`src/ctmfl_pkg.sv`:
```
// Constants and types shared by the transceiver mode and fault logic.
// Assumes a 100 MHz clock.
// Notes on behaviour
// - Standby low: normal mode, driver and receiver on.
// - Standby high: transmitter off, low-power receiver watches.
// - Standby receive output is filtered, delayed bus copy.
// - Standby receive low on wake-up, else high.
// - Wake-up needs both supplies valid.
// - Normal mode: transmit low drives dominant, high releases.
// - Any dominant node makes the resolved bus dominant.
// - Normal receive output follows resolved bus state.
// - Over-temperature disables drivers, rest keeps running.
// - Transmit stuck low times out, drivers off until high.
// - Standby bus stuck dominant latches receive high.
// - Both dominant timeouts are nominally 1.25 ms.
// - Drivers stay off until both supplies pass.
// - Main supply undervoltage puts drivers off.
// - Normal mode main undervoltage forces receive high.
// - Low-power receiver enabled once supplies good, then latched.
// - Reference output active only in powered normal mode.
// - Undriven transmit input reads recessive.
// - Undriven standby select input selects standby.
package ctmfl_pkg;
    localparam int unsigned CLK_FREQ_MHZ = 100;
    localparam real DOM_TIMEOUT_MS = 1.25;
    localparam int unsigned DOM_TIMEOUT_CYC = int'(DOM_TIMEOUT_MS * 1000.0 * real'(CLK_FREQ_MHZ));
    localparam int unsigned TMO_W = 17;
    localparam int unsigned FIFO_WIDTH = 1;
    localparam int unsigned FIFO_DEPTH = 16;
    localparam logic RX_RST = 1'h1;
    localparam logic DRV_RST = 1'h0;
    localparam logic FLAG_RST = 1'h0;
    typedef enum logic {MODE_NORMAL, MODE_STANDBY} ctmfl_mode_t;
endpackage : ctmfl_pkg

```
`src/ctmfl_fifo_if.sv`:
```
// Carrier between the wake-up filter logic and its sample FIFO.
// Assumes both ends run on the same clock.
`timescale 1ns/100ps
interface ctmfl_fifo_if #(parameter int unsigned W = 1);
    logic push_valid;
    logic push_ready;
    logic [W-1:0] push_data;
    logic pop_valid;
    logic pop_ready;
    logic [W-1:0] pop_data;
    logic full;
    logic flush;
    modport user (output push_valid, push_data, pop_ready, flush,
                  input push_ready, pop_valid, pop_data, full);
    modport buffer (input push_valid, push_data, pop_ready, flush,
                    output push_ready, pop_valid, pop_data, full);
endinterface : ctmfl_fifo_if

```
`src/ctmfl_fifo.sv`:
```
// Synchronous flip-flop FIFO used as the wake-up filter delay line.
// Assumes one clock, an active-high asynchronous reset and a clock enable.
`timescale 1ns/100ps
module ctmfl_fifo #(
    parameter int unsigned WIDTH = 1,
    parameter int unsigned DEPTH = 16
) (
    // Clock and reset
    input wire logic clock,
    input wire logic rst,
    input wire logic ce,
    // Data path
    ctmfl_fifo_if.buffer fifo
);
    localparam int unsigned AW = $clog2(DEPTH);
    logic [WIDTH-1:0] mem_reg [DEPTH];
    logic [AW-1:0] wr_reg;
    logic [AW-1:0] rd_reg;
    logic [AW:0] cnt_reg;
    logic do_push;
    logic do_pop;

    assign fifo.full = (cnt_reg == (AW+1)'(DEPTH));
    assign fifo.push_ready = !fifo.full;
    assign fifo.pop_valid = (cnt_reg != '0);
    assign fifo.pop_data = mem_reg[rd_reg];
    assign do_push = fifo.push_valid && fifo.push_ready;
    assign do_pop = fifo.pop_valid && fifo.pop_ready;

    generate
        for (genvar i = 0; i < DEPTH; i++) begin : g_mem
            always_ff @(posedge clock or posedge rst) begin
                if (rst) begin
                    mem_reg[i] <= '0;
                end else if (ce && do_push && wr_reg == AW'(i)) begin
                    mem_reg[i] <= fifo.push_data;
                end
            end
        end
    endgenerate

    always_ff @(posedge clock or posedge rst) begin
        if (rst) begin
            wr_reg <= '0;
            rd_reg <= '0;
            cnt_reg <= '0;
        end else if (ce) begin
            if (fifo.flush) begin
                wr_reg <= '0;
                rd_reg <= '0;
                cnt_reg <= '0;
            end else begin
                if (do_push) begin
                    wr_reg <= AW'(wr_reg + 1'h1);
                end
                if (do_pop) begin
                    rd_reg <= AW'(rd_reg + 1'h1);
                end
                if (do_push && !do_pop) begin
                    cnt_reg <= (AW+1)'(cnt_reg + 1'h1);
                end else if (do_pop && !do_push) begin
                    cnt_reg <= (AW+1)'(cnt_reg - 1'h1);
                end
            end
        end
    end
endmodule : ctmfl_fifo

```
`src/ctmfl_top.sv`:
```
// Mode control, wake-up filter and fault gating of a CAN transceiver.
// Assumes pin inputs are synchronous to clock; bus_dom_in is the wired
// bus level seen by the receiver, high when some node drives dominant.
`timescale 1ns/100ps
module ctmfl_top #(
    parameter int unsigned DOM_TIMEOUT_CYC = ctmfl_pkg::DOM_TIMEOUT_CYC
) (
    // Clock, reset and enable
    input wire logic clock,
    input wire logic rst,
    input wire logic ce,
    // Controller side pins
    input wire logic tx_bit_in,
    input wire logic tx_bit_driven,
    input wire logic standby_select_in,
    input wire logic standby_select_driven,
    output logic rx_bit,
    // Bus side
    input wire logic bus_dom_in,
    output logic bus_drive_dom,
    output logic bus_drive_en,
    output logic split_en,
    // Supply and thermal status
    input wire logic vdd_ok,
    input wire logic vio_ok,
    input wire logic over_temp,
    // Status
    output logic standby_active,
    output logic tx_timeout,
    output logic bus_timeout,
    output logic wake_pending
);
    import ctmfl_pkg::*;

    localparam logic [TMO_W-1:0] TMO_LAST = TMO_W'(DOM_TIMEOUT_CYC - 1);

    ctmfl_mode_t mode_reg;
    logic tx_eff;
    logic standby_eff;
    logic resolved_dom;
    logic supplies_ok;
    logic drv_ok;
    logic powered_reg;
    logic lp_en_reg;
    logic [TMO_W-1:0] tx_cnt_reg;
    logic tx_lock_reg;
    logic [TMO_W-1:0] bus_cnt_reg;
    logic bus_lock_reg;
    logic filt_dom_reg;
    logic filt_active;
    logic wake_now;
    logic rx_bit_reg;
    logic bus_drive_dom_reg;
    logic bus_drive_en_reg;
    logic split_en_reg;
    logic wake_reg;

    ctmfl_fifo_if #(.W(FIFO_WIDTH)) fifo_bus ();

    assign tx_eff = tx_bit_driven ? tx_bit_in : 1'h1;
    assign standby_eff = standby_select_driven ? standby_select_in : 1'h1;
    assign resolved_dom = bus_dom_in || (bus_drive_dom_reg && bus_drive_en_reg);
    assign supplies_ok = vdd_ok && vio_ok;
    assign drv_ok = powered_reg && supplies_ok && !over_temp;
    assign filt_active = (mode_reg == MODE_STANDBY) && lp_en_reg && supplies_ok;
    assign wake_now = filt_active && filt_dom_reg && !bus_lock_reg;

    always_ff @(posedge clock or posedge rst) begin
        if (rst) begin
            mode_reg <= MODE_STANDBY;
        end else if (ce) begin
            mode_reg <= standby_eff ? MODE_STANDBY : MODE_NORMAL;
        end
    end

    always_ff @(posedge clock or posedge rst) begin
        if (rst) begin
            powered_reg <= FLAG_RST;
        end else if (ce && supplies_ok) begin
            powered_reg <= 1'h1;
        end
    end

    // The low-power receiver is left running once armed, but filt_active still needs both
    // supplies, so a dip on either one hides bus activity; it drops only in normal mode.
    always_ff @(posedge clock or posedge rst) begin
        if (rst) begin
            lp_en_reg <= FLAG_RST;
        end else if (ce) begin
            if (mode_reg == MODE_NORMAL) begin
                lp_en_reg <= 1'h0;
            end else if (supplies_ok) begin
                lp_en_reg <= 1'h1;
            end
        end
    end

    always_ff @(posedge clock or posedge rst) begin
        if (rst) begin
            tx_cnt_reg <= '0;
            tx_lock_reg <= FLAG_RST;
        end else if (ce) begin
            if (tx_eff || mode_reg != MODE_NORMAL) begin
                tx_cnt_reg <= '0;
                tx_lock_reg <= 1'h0;
            end else if (!tx_lock_reg) begin
                if (tx_cnt_reg == TMO_LAST) begin
                    tx_lock_reg <= 1'h1;
                end else begin
                    tx_cnt_reg <= TMO_W'(tx_cnt_reg + 1'h1);
                end
            end
        end
    end

    always_ff @(posedge clock or posedge rst) begin
        if (rst) begin
            bus_cnt_reg <= '0;
            bus_lock_reg <= FLAG_RST;
        end else if (ce) begin
            if (!resolved_dom || mode_reg != MODE_STANDBY) begin
                bus_cnt_reg <= '0;
                bus_lock_reg <= 1'h0;
            end else if (!bus_lock_reg) begin
                if (bus_cnt_reg == TMO_LAST) begin
                    bus_lock_reg <= 1'h1;
                end else begin
                    bus_cnt_reg <= TMO_W'(bus_cnt_reg + 1'h1);
                end
            end
        end
    end

    // delay line.
    // The filter drains only when full, so its delay is the FIFO depth in samples, about twice that in cycles;
    // pushes stall while full, which halves the sample rate but keeps the
    // buffer honest.
    assign fifo_bus.push_valid = filt_active;
    assign fifo_bus.push_data = resolved_dom;
    assign fifo_bus.pop_ready = filt_active && fifo_bus.full;
    // Stale dominant samples are dropped while the bus timeout holds, so the
    // return to recessive cannot replay an old wake-up from the delay line.
    assign fifo_bus.flush = !filt_active || bus_lock_reg;

    ctmfl_fifo #(
        .WIDTH(FIFO_WIDTH),
        .DEPTH(FIFO_DEPTH)
    ) u_fifo (
        .clock(clock),
        .rst(rst),
        .ce(ce),
        .fifo(fifo_bus)
    );

    always_ff @(posedge clock or posedge rst) begin
        if (rst) begin
            filt_dom_reg <= FLAG_RST;
        end else if (ce) begin
            if (!filt_active || bus_lock_reg) begin
                filt_dom_reg <= 1'h0;
            end else if (fifo_bus.pop_valid && fifo_bus.pop_ready) begin
                filt_dom_reg <= fifo_bus.pop_data[0];
            end
        end
    end

    always_ff @(posedge clock or posedge rst) begin
        if (rst) begin
            rx_bit_reg <= RX_RST;
        end else if (ce) begin
            if (mode_reg == MODE_NORMAL) begin
                rx_bit_reg <= !vdd_ok || !resolved_dom;
            end else begin
                rx_bit_reg <= !wake_now;
            end
        end
    end

    always_ff @(posedge clock or posedge rst) begin
        if (rst) begin
            wake_reg <= FLAG_RST;
        end else if (ce) begin
            wake_reg <= wake_now;
        end
    end

    always_ff @(posedge clock or posedge rst) begin
        if (rst) begin
            bus_drive_dom_reg <= DRV_RST;
        end else if (ce) begin
            bus_drive_dom_reg <= (mode_reg == MODE_NORMAL) && !tx_eff && !tx_lock_reg;
        end
    end

    always_ff @(posedge clock or posedge rst) begin
        if (rst) begin
            bus_drive_en_reg <= DRV_RST;
        end else if (ce) begin
            bus_drive_en_reg <= drv_ok && (mode_reg == MODE_NORMAL);
        end
    end

    always_ff @(posedge clock or posedge rst) begin
        if (rst) begin
            split_en_reg <= DRV_RST;
        end else if (ce) begin
            split_en_reg <= (mode_reg == MODE_NORMAL) && vdd_ok;
        end
    end

    assign rx_bit = rx_bit_reg;
    assign bus_drive_dom = bus_drive_dom_reg;
    assign bus_drive_en = bus_drive_en_reg;
    assign split_en = split_en_reg;
    assign standby_active = (mode_reg == MODE_STANDBY);
    assign tx_timeout = tx_lock_reg;
    assign bus_timeout = bus_lock_reg;
    assign wake_pending = wake_reg;

    property p_tx_drive;
        @(posedge clock) disable iff (rst)
        ce && mode_reg == MODE_NORMAL && !tx_eff && !tx_lock_reg |=> bus_drive_dom_reg;
    endproperty
    a_tx_drive: assert property (p_tx_drive)
        else $error("Transmit low did not drive dominant.");

    property p_tx_lock;
        @(posedge clock) disable iff (rst)
        ce && tx_lock_reg |=> !bus_drive_dom_reg;
    endproperty
    a_tx_lock: assert property (p_tx_lock)
        else $error("Driver active after transmit timeout.");

    property p_tx_count;
        @(posedge clock) disable iff (rst)
        ce && !tx_lock_reg && tx_cnt_reg == TMO_LAST && !tx_eff
            && mode_reg == MODE_NORMAL |=> tx_lock_reg;
    endproperty
    a_tx_count: assert property (p_tx_count)
        else $error("Transmit timeout missed terminal count.");

    property p_thermal;
        @(posedge clock) disable iff (rst)
        ce && (over_temp || !vdd_ok) |=> !bus_drive_en_reg;
    endproperty
    a_thermal: assert property (p_thermal)
        else $error("Drivers enabled during a fault.");

    property p_uv_rx;
        @(posedge clock) disable iff (rst)
        ce && mode_reg == MODE_NORMAL && !vdd_ok |=> rx_bit_reg;
    endproperty
    a_uv_rx: assert property (p_uv_rx)
        else $error("Receive not recessive in undervoltage.");

    property p_rx_follow;
        @(posedge clock) disable iff (rst)
        ce && mode_reg == MODE_NORMAL && vdd_ok && resolved_dom |=> !rx_bit_reg;
    endproperty
    a_rx_follow: assert property (p_rx_follow)
        else $error("Receive did not follow dominant bus.");

    property p_bus_lock;
        @(posedge clock) disable iff (rst)
        ce && bus_lock_reg && mode_reg == MODE_STANDBY |=> rx_bit_reg;
    endproperty
    a_bus_lock: assert property (p_bus_lock)
        else $error("Receive not held high after bus timeout.");

    property p_wake;
        @(posedge clock) disable iff (rst)
        ce && wake_now && mode_reg == MODE_STANDBY |=> !rx_bit_reg && wake_reg;
    endproperty
    a_wake: assert property (p_wake)
        else $error("Wake-up not shown on receive.");

    property p_standby_off;
        @(posedge clock) disable iff (rst)
        ce && mode_reg == MODE_STANDBY |=> !bus_drive_dom_reg && !split_en_reg;
    endproperty
    a_standby_off: assert property (p_standby_off)
        else $error("Transmitter or reference on in standby.");

    property p_powerup;
        @(posedge clock) disable iff (rst)
        ce && !powered_reg |=> !bus_drive_en_reg;
    endproperty
    a_powerup: assert property (p_powerup)
        else $error("Drivers enabled before power-up.");

    property p_rearm;
        @(posedge clock) disable iff (rst)
        ce && bus_lock_reg |=> !filt_dom_reg;
    endproperty
    a_rearm: assert property (p_rearm)
        else $error("Filter kept a stale dominant sample.");

    property p_wake_supply;
        @(posedge clock) disable iff (rst)
        ce && !supplies_ok |=> !wake_reg;
    endproperty
    a_wake_supply: assert property (p_wake_supply)
        else $error("Wake-up shown without both supplies.");

    property p_split_off;
        @(posedge clock) disable iff (rst)
        ce && !vdd_ok |=> !split_en_reg;
    endproperty
    a_split_off: assert property (p_split_off)
        else $error("Reference output active without main supply.");

    property p_lp_hold;
        @(posedge clock) disable iff (rst)
        ce && lp_en_reg && mode_reg == MODE_STANDBY |=> lp_en_reg;
    endproperty
    a_lp_hold: assert property (p_lp_hold)
        else $error("Low-power receiver dropped in standby.");

    property p_mode;
        @(posedge clock) disable iff (rst)
        ce && standby_eff |=> mode_reg == MODE_STANDBY;
    endproperty
    a_mode: assert property (p_mode)
        else $error("Standby select high did not give standby.");
endmodule : ctmfl_top

```
`config.mk`:
```
export PLATFORM = sky130hd
export DESIGN_NAME = ctmfl_top
export DESIGN_NICKNAME = d
export VERILOG_FILES = /design/src/ctmfl_pkg.sv /design/src/ctmfl_fifo_if.sv /design/src/ctmfl_fifo.sv /design/src/ctmfl_top.sv
export SDC_FILE = /design/constraint.sdc
export NUM_CORES = 1
export LEC_CHECK = 0
export BUFFER_PORTS_ARGS = -buffer_cell sky130_fd_sc_hd__buf_2
export CORE_ASPECT_RATIO = 0.5
export CORE_MARGIN = 3
export CORE_UTILIZATION = 62
export CTS_CLUSTER_DIAMETER = 30
export DETAILED_ROUTE_END_ITERATION = 12
export MAX_ROUTING_LAYER = met4
export PLACE_DENSITY = 0.8
export SLEW_MARGIN = 20
export SYNTH_ARGS = -nofsm -noshare
export SYNTH_HDL_FRONTEND = slang
export SYNTH_HIERARCHICAL = 1
export SYNTH_SLANG_ARGS = --single-unit
```
`constraint.sdc`:
```
create_clock -name clock -period 3.5 [get_ports clock]
set_clock_uncertainty 0.15 [all_clocks]
set_input_delay 0.525 -clock clock [delete_from_list [all_inputs] [get_ports clock]]
set_output_delay 0.525 -clock clock [all_outputs]
set_load 0.01 [all_outputs]
```
==> impl.org <==
** Outcome
- Status :: complete, no violations

** Clocking
- At the later pin of the worst-skew pair, clock insertion delay measures about 0.34 ns.
- TritonCTS clock tree :: yes
- Once the clock tree was built, the setup fixing pass inserted 0 buffers.
- After clock tree synthesis, the repair step resized 0 gates.
- The tree is rooted in a sky130_fd_sc_hd__clkbuf_16.
- The clock passes through at most 2 buffers.
- The clock drives 74 sinks.
- CTS H-Tree Depth :: 3
- Clock slew seen by the registers of the worst setup and hold paths :: approximately 0.06 ns
- Cts bufs inserted :: 9
- The number of hold buffers added after CTS was 0.

** Global routing
- The total overflow left after global routing is 0.
- Wire length of the first global-routing pass :: about 18000 µm
- Number of antenna violations at the first check in global routing :: 0
- Global routing used 28.31% of the available tracks across all layers.
- Entering global routing, the biggest net connects 46 pins.
- Number of global-route vias before repair :: roughly 3600

** STA
- Rel. slew slack :: between 50% and 60%
- After layout, the worst path uses 93.41% of the clock period.
- Least-Margin Pin Slew :: about 0.66 ns
- Final hold viol count :: 0
- The smallest clock period supported by the final layout is computed as 3.269 ns.
- F_max :: 305.9 MHz
- Unrepaired setup endpoints after global routing :: no
- Hold is met by between 0.1 and 0.15 ns.
- Setup violation total in the final timing report :: 0
- Final TNS setup :: 0 ns
- Slew Viols, Final :: 0

** Cells and area
- Area Overhead vs Synth :: 11.34%
- After filler insertion, the fill cell instance count of the layout stands at about 460.
- Area used by multi-input combinational logic :: ~0.0023 mm²
- Net total in the final layout :: 480
- The sequential cells in the finished layout cover a total of 0.001854 mm².
- The number of antenna diodes in the final layout is 0.
- Layout cell share with drive strength beyond 1 :: approximately an eighth

** Logic synthesis
- Synthesis produced 440 cells.
- Library cell with the largest summed area after synthesis :: sky130_fd_sc_hd__dfrtp_1
- In the synthesized netlist the dominant register cell turns out to be sky130_fd_sc_hd__dfrtp_1.
- By area, the combinational part of the netlist is dominated by simple AND/OR/NAND/NOR gates.
- The synthesized netlist devotes under 10% of its cell area to XOR and XNOR gates.
- Summed instance area of the synthesized netlist :: about 0.0043 mm²
- Share of flip-flops with an asynchronous set or reset :: 100.0%
- Fraction of the mapped netlist area in simple logic gates :: approximately a quarter
- EDFF count, synth :: 0
- Of the total synthesized cell area, the portion taken by full adders, half adders and majority gates is approximately 3.4%.
- Portion of the post-synthesis area used by sequential elements :: a little over two fifths
- Share of the synthesized area in the top cell type :: about two fifths
- Dominant cell by count in the synthesized netlist :: sky130_fd_sc_hd__dfrtp_1
- By area the synthesized netlist is led by sky130_fd_sc_hd__dfrtp_1 42%, sky130_fd_sc_hd__mux2_1 4.7%, sky130_fd_sc_hd__nand3_1 4.1%.
- Yosys printed 6 warnings.
- After synthesis, the most frequently instantiated cells are 72 x sky130_fd_sc_hd__dfrtp_1, 42 x sky130_fd_sc_hd__nand2_1, 35 x sky130_fd_sc_hd__nand3_1, 21 x sky130_fd_sc_hd__nor2_1.
- Synth Area in Compound Gates :: 15.80%
- FF+latch count, synth :: 74
- In this run, distinct cell masters in the synthesized netlist total 68.
- Mux share of post-synthesis cell area :: 9.046%
- Counting every net in the synthesized netlist gives between 400 and 500.
- Average cell area after synthesis :: slightly below 10 µm²

** Worst setup path
- The worst setup path is launched from a register.
- Worst endpoint data arrival time :: about 3.4 ns
- Critical register-to-register path startpoint :: u_fifo/cnt_reg[0]
- Worst Setup End Kind :: register
- Worst setup path startpoint :: u_fifo/cnt_reg[0]
- Minimum setup slack among reg-to-reg paths :: about 0.23 ns
- Required time reported for the critical path endpoint :: approximately 3.6 ns
- Worst setup path class :: register to register
- Largest fanout of any net on the critical path :: 7

** Placement
- Detailed placement ended at an HPWL of ~6700 µm.
- Last weighted congestion value of the routability-driven placer :: around 0.95
- Number of port buffers :: 18

** Die
- Area of the placeable core :: roughly 0.0064 mm²
- Total number of placement rows :: 20
- For this configuration, the core starts out at a cell density of just under 70%.
- The die is 124.0 µm wide.
- Die height :: approximately 65 µm
- The die covers 0.008058 mm².
- # IOs :: 19

** Route
- Remaining number of nets flagged by the antenna check after routing :: 0
- The routed layout has 3607 vias.
- Final routed wire length divided by cell count :: roughly 18 µm
- For this run, design rule violations remaining after detail routing come to 0.
- Initial DRC count :: 346
- DR vias/cell :: between 6 and 7
- Wires add up to between 10000 and 15000 µm.
- Before antenna repair, the detailed router went through 5 iterations.

** Hold path
- Hold Crit Class :: input port to async pin

** Power and ir drop
- Worst VDD drop :: around 370 µV
- Power comes to slightly above 2 mW.
- Power density relative to cell area :: 431.2 mW/mm²
- Leakage power figure :: 2.104 nW

** Job
- Max-cap violations in this run came to 0.
-- power breakdown --
| group | leakage (nW) | internal [mW] | switching [mW] |
|---|---|---|---|
| clock network | 0.156 | 0.641 | 0.352 |
| registers | 1.01 | 0.876 | 0.0195 |
| logic | 0.936 | 0.0661 | 0.117 |
| total | 2.10 | 1.58 | 0.488 |
-- per-layer routing --
metal	up-vias	part of all wire (%)	track usage [%]
met5	-	0	-
met4	0	0.90	6.548
met3	13	6.3	6.800
met2	138	49	46.07
met1	1759	44	36.31
li1	1697	-	-
-- worst max-delay path: stages, from the launching register on --
cell	delay, ns
sky130_fd_sc_hd__dfrtp_1	0.48
sky130_fd_sc_hd__nor4_2	0.45
sky130_fd_sc_hd__nand2_1	0.09
sky130_fd_sc_hd__inv_1	0.09
sky130_fd_sc_hd__and2_1	0.25
sky130_fd_sc_hd__o41ai_1	0.15
sky130_fd_sc_hd__o211ai_1	0.30
sky130_fd_sc_hd__ha_1	0.38
sky130_fd_sc_hd__a21o_1	0.19
sky130_fd_sc_hd__a211o_1	0.30
sky130_fd_sc_hd__o22a_1	0.16
sky130_fd_sc_hd__o211ai_1	0.17
-- placed cells by master, fill, tap and decap left out, types with 5 or more instances in the layout --
cell / netlist / routed
sky130_fd_sc_hd__dfrtp_1: 72 / 72
sky130_fd_sc_hd__nand2_1: 42 / 42
sky130_fd_sc_hd__nand3_1: 35 / 35
sky130_fd_sc_hd__nor2_1: 21 / 21
sky130_fd_sc_hd__buf_2: 6 / 18
sky130_fd_sc_hd__mux2_1: 18 / 18
sky130_fd_sc_hd__inv_1: 18 / 16
sky130_fd_sc_hd__nand4_1: 14 / 14
sky130_fd_sc_hd__a21oi_1: 12 / 12
sky130_fd_sc_hd__mux2i_1: 12 / 12
sky130_fd_sc_hd__o211ai_1: 11 / 11
sky130_fd_sc_hd__ha_1: 10 / 10
sky130_fd_sc_hd__o21ai_1: 9 / 9
sky130_fd_sc_hd__nor3_1: 9 / 9
sky130_fd_sc_hd__clkbuf_16: 0 / 9
sky130_fd_sc_hd__and3_1: 8 / 8
sky130_fd_sc_hd__o21ai_0: 8 / 8
sky130_fd_sc_hd__buf_4: 1 / 8
sky130_fd_sc_hd__o311ai_1: 7 / 7
sky130_fd_sc_hd__nand4b_1: 7 / 7
sky130_fd_sc_hd__and2_1: 6 / 6
sky130_fd_sc_hd__or4_1: 6 / 6
sky130_fd_sc_hd__nor2b_1: 6 / 6
sky130_fd_sc_hd__or3_1: 5 / 5
sky130_fd_sc_hd__o2bb2ai_1: 5 / 5
-- layout make-up --
type / instances / share of cell area, %
Sequential cell: 74 / 38.59
Tap cell: 88 / 2.292
Clock buffer: 11 / 5.052
Inverter: 20 / 1.562
Multi-Input combinational cell: 327 / 47.76
Clock inverter: 5 / 1.615
Timing Repair Buffer: 26 / 3.125
-- per-stage QoR --
| stage | area [µm²] | util [%] | cells | setup WS [ns] |
|---|---|---|---|---|
| 3_3_place_gp | 4484 | 70.00 | 535 | 0.4496 |
| 4_1_cts | 4805 | 75.00 | 551 | 0.3194 |
| 3_5_place_dp | 4484 | 70.00 | 535 | 0.3650 |
| 5_1_grt | 4805 | 75.00 | 551 | 0.001960 |
| 6_report | 4805 | 75.00 | 551 | 0.2306 |
| 2_1_floorplan | 4315 | - | 440 | 0.5472 |
-- final timing paths --
kind	to	cells past startpoint
max in group asynchronous	tx_cnt_reg[11]	3
max	u_fifo/cnt_reg[4]	11
min	u_fifo/cnt_reg[4]	2
min reg2reg	u_fifo/mem_reg[9]	1
max reg2reg	u_fifo/cnt_reg[4]	11
min in group clock	standby_active	3
-- logic make-up (layout without fill, tap and decap cells) --
group,Yosys count,count (layout)
AND/OR/NAND/NOR,183,183
multiplexers,34,34
XOR/XNOR,8,8
buffers and inverters,39,62
adder cells (fa/ha/maj),11,11
flip-flops,74,74
AO/OA/AOI/OAI,91,91
Power figures use the tool's default switching activity.
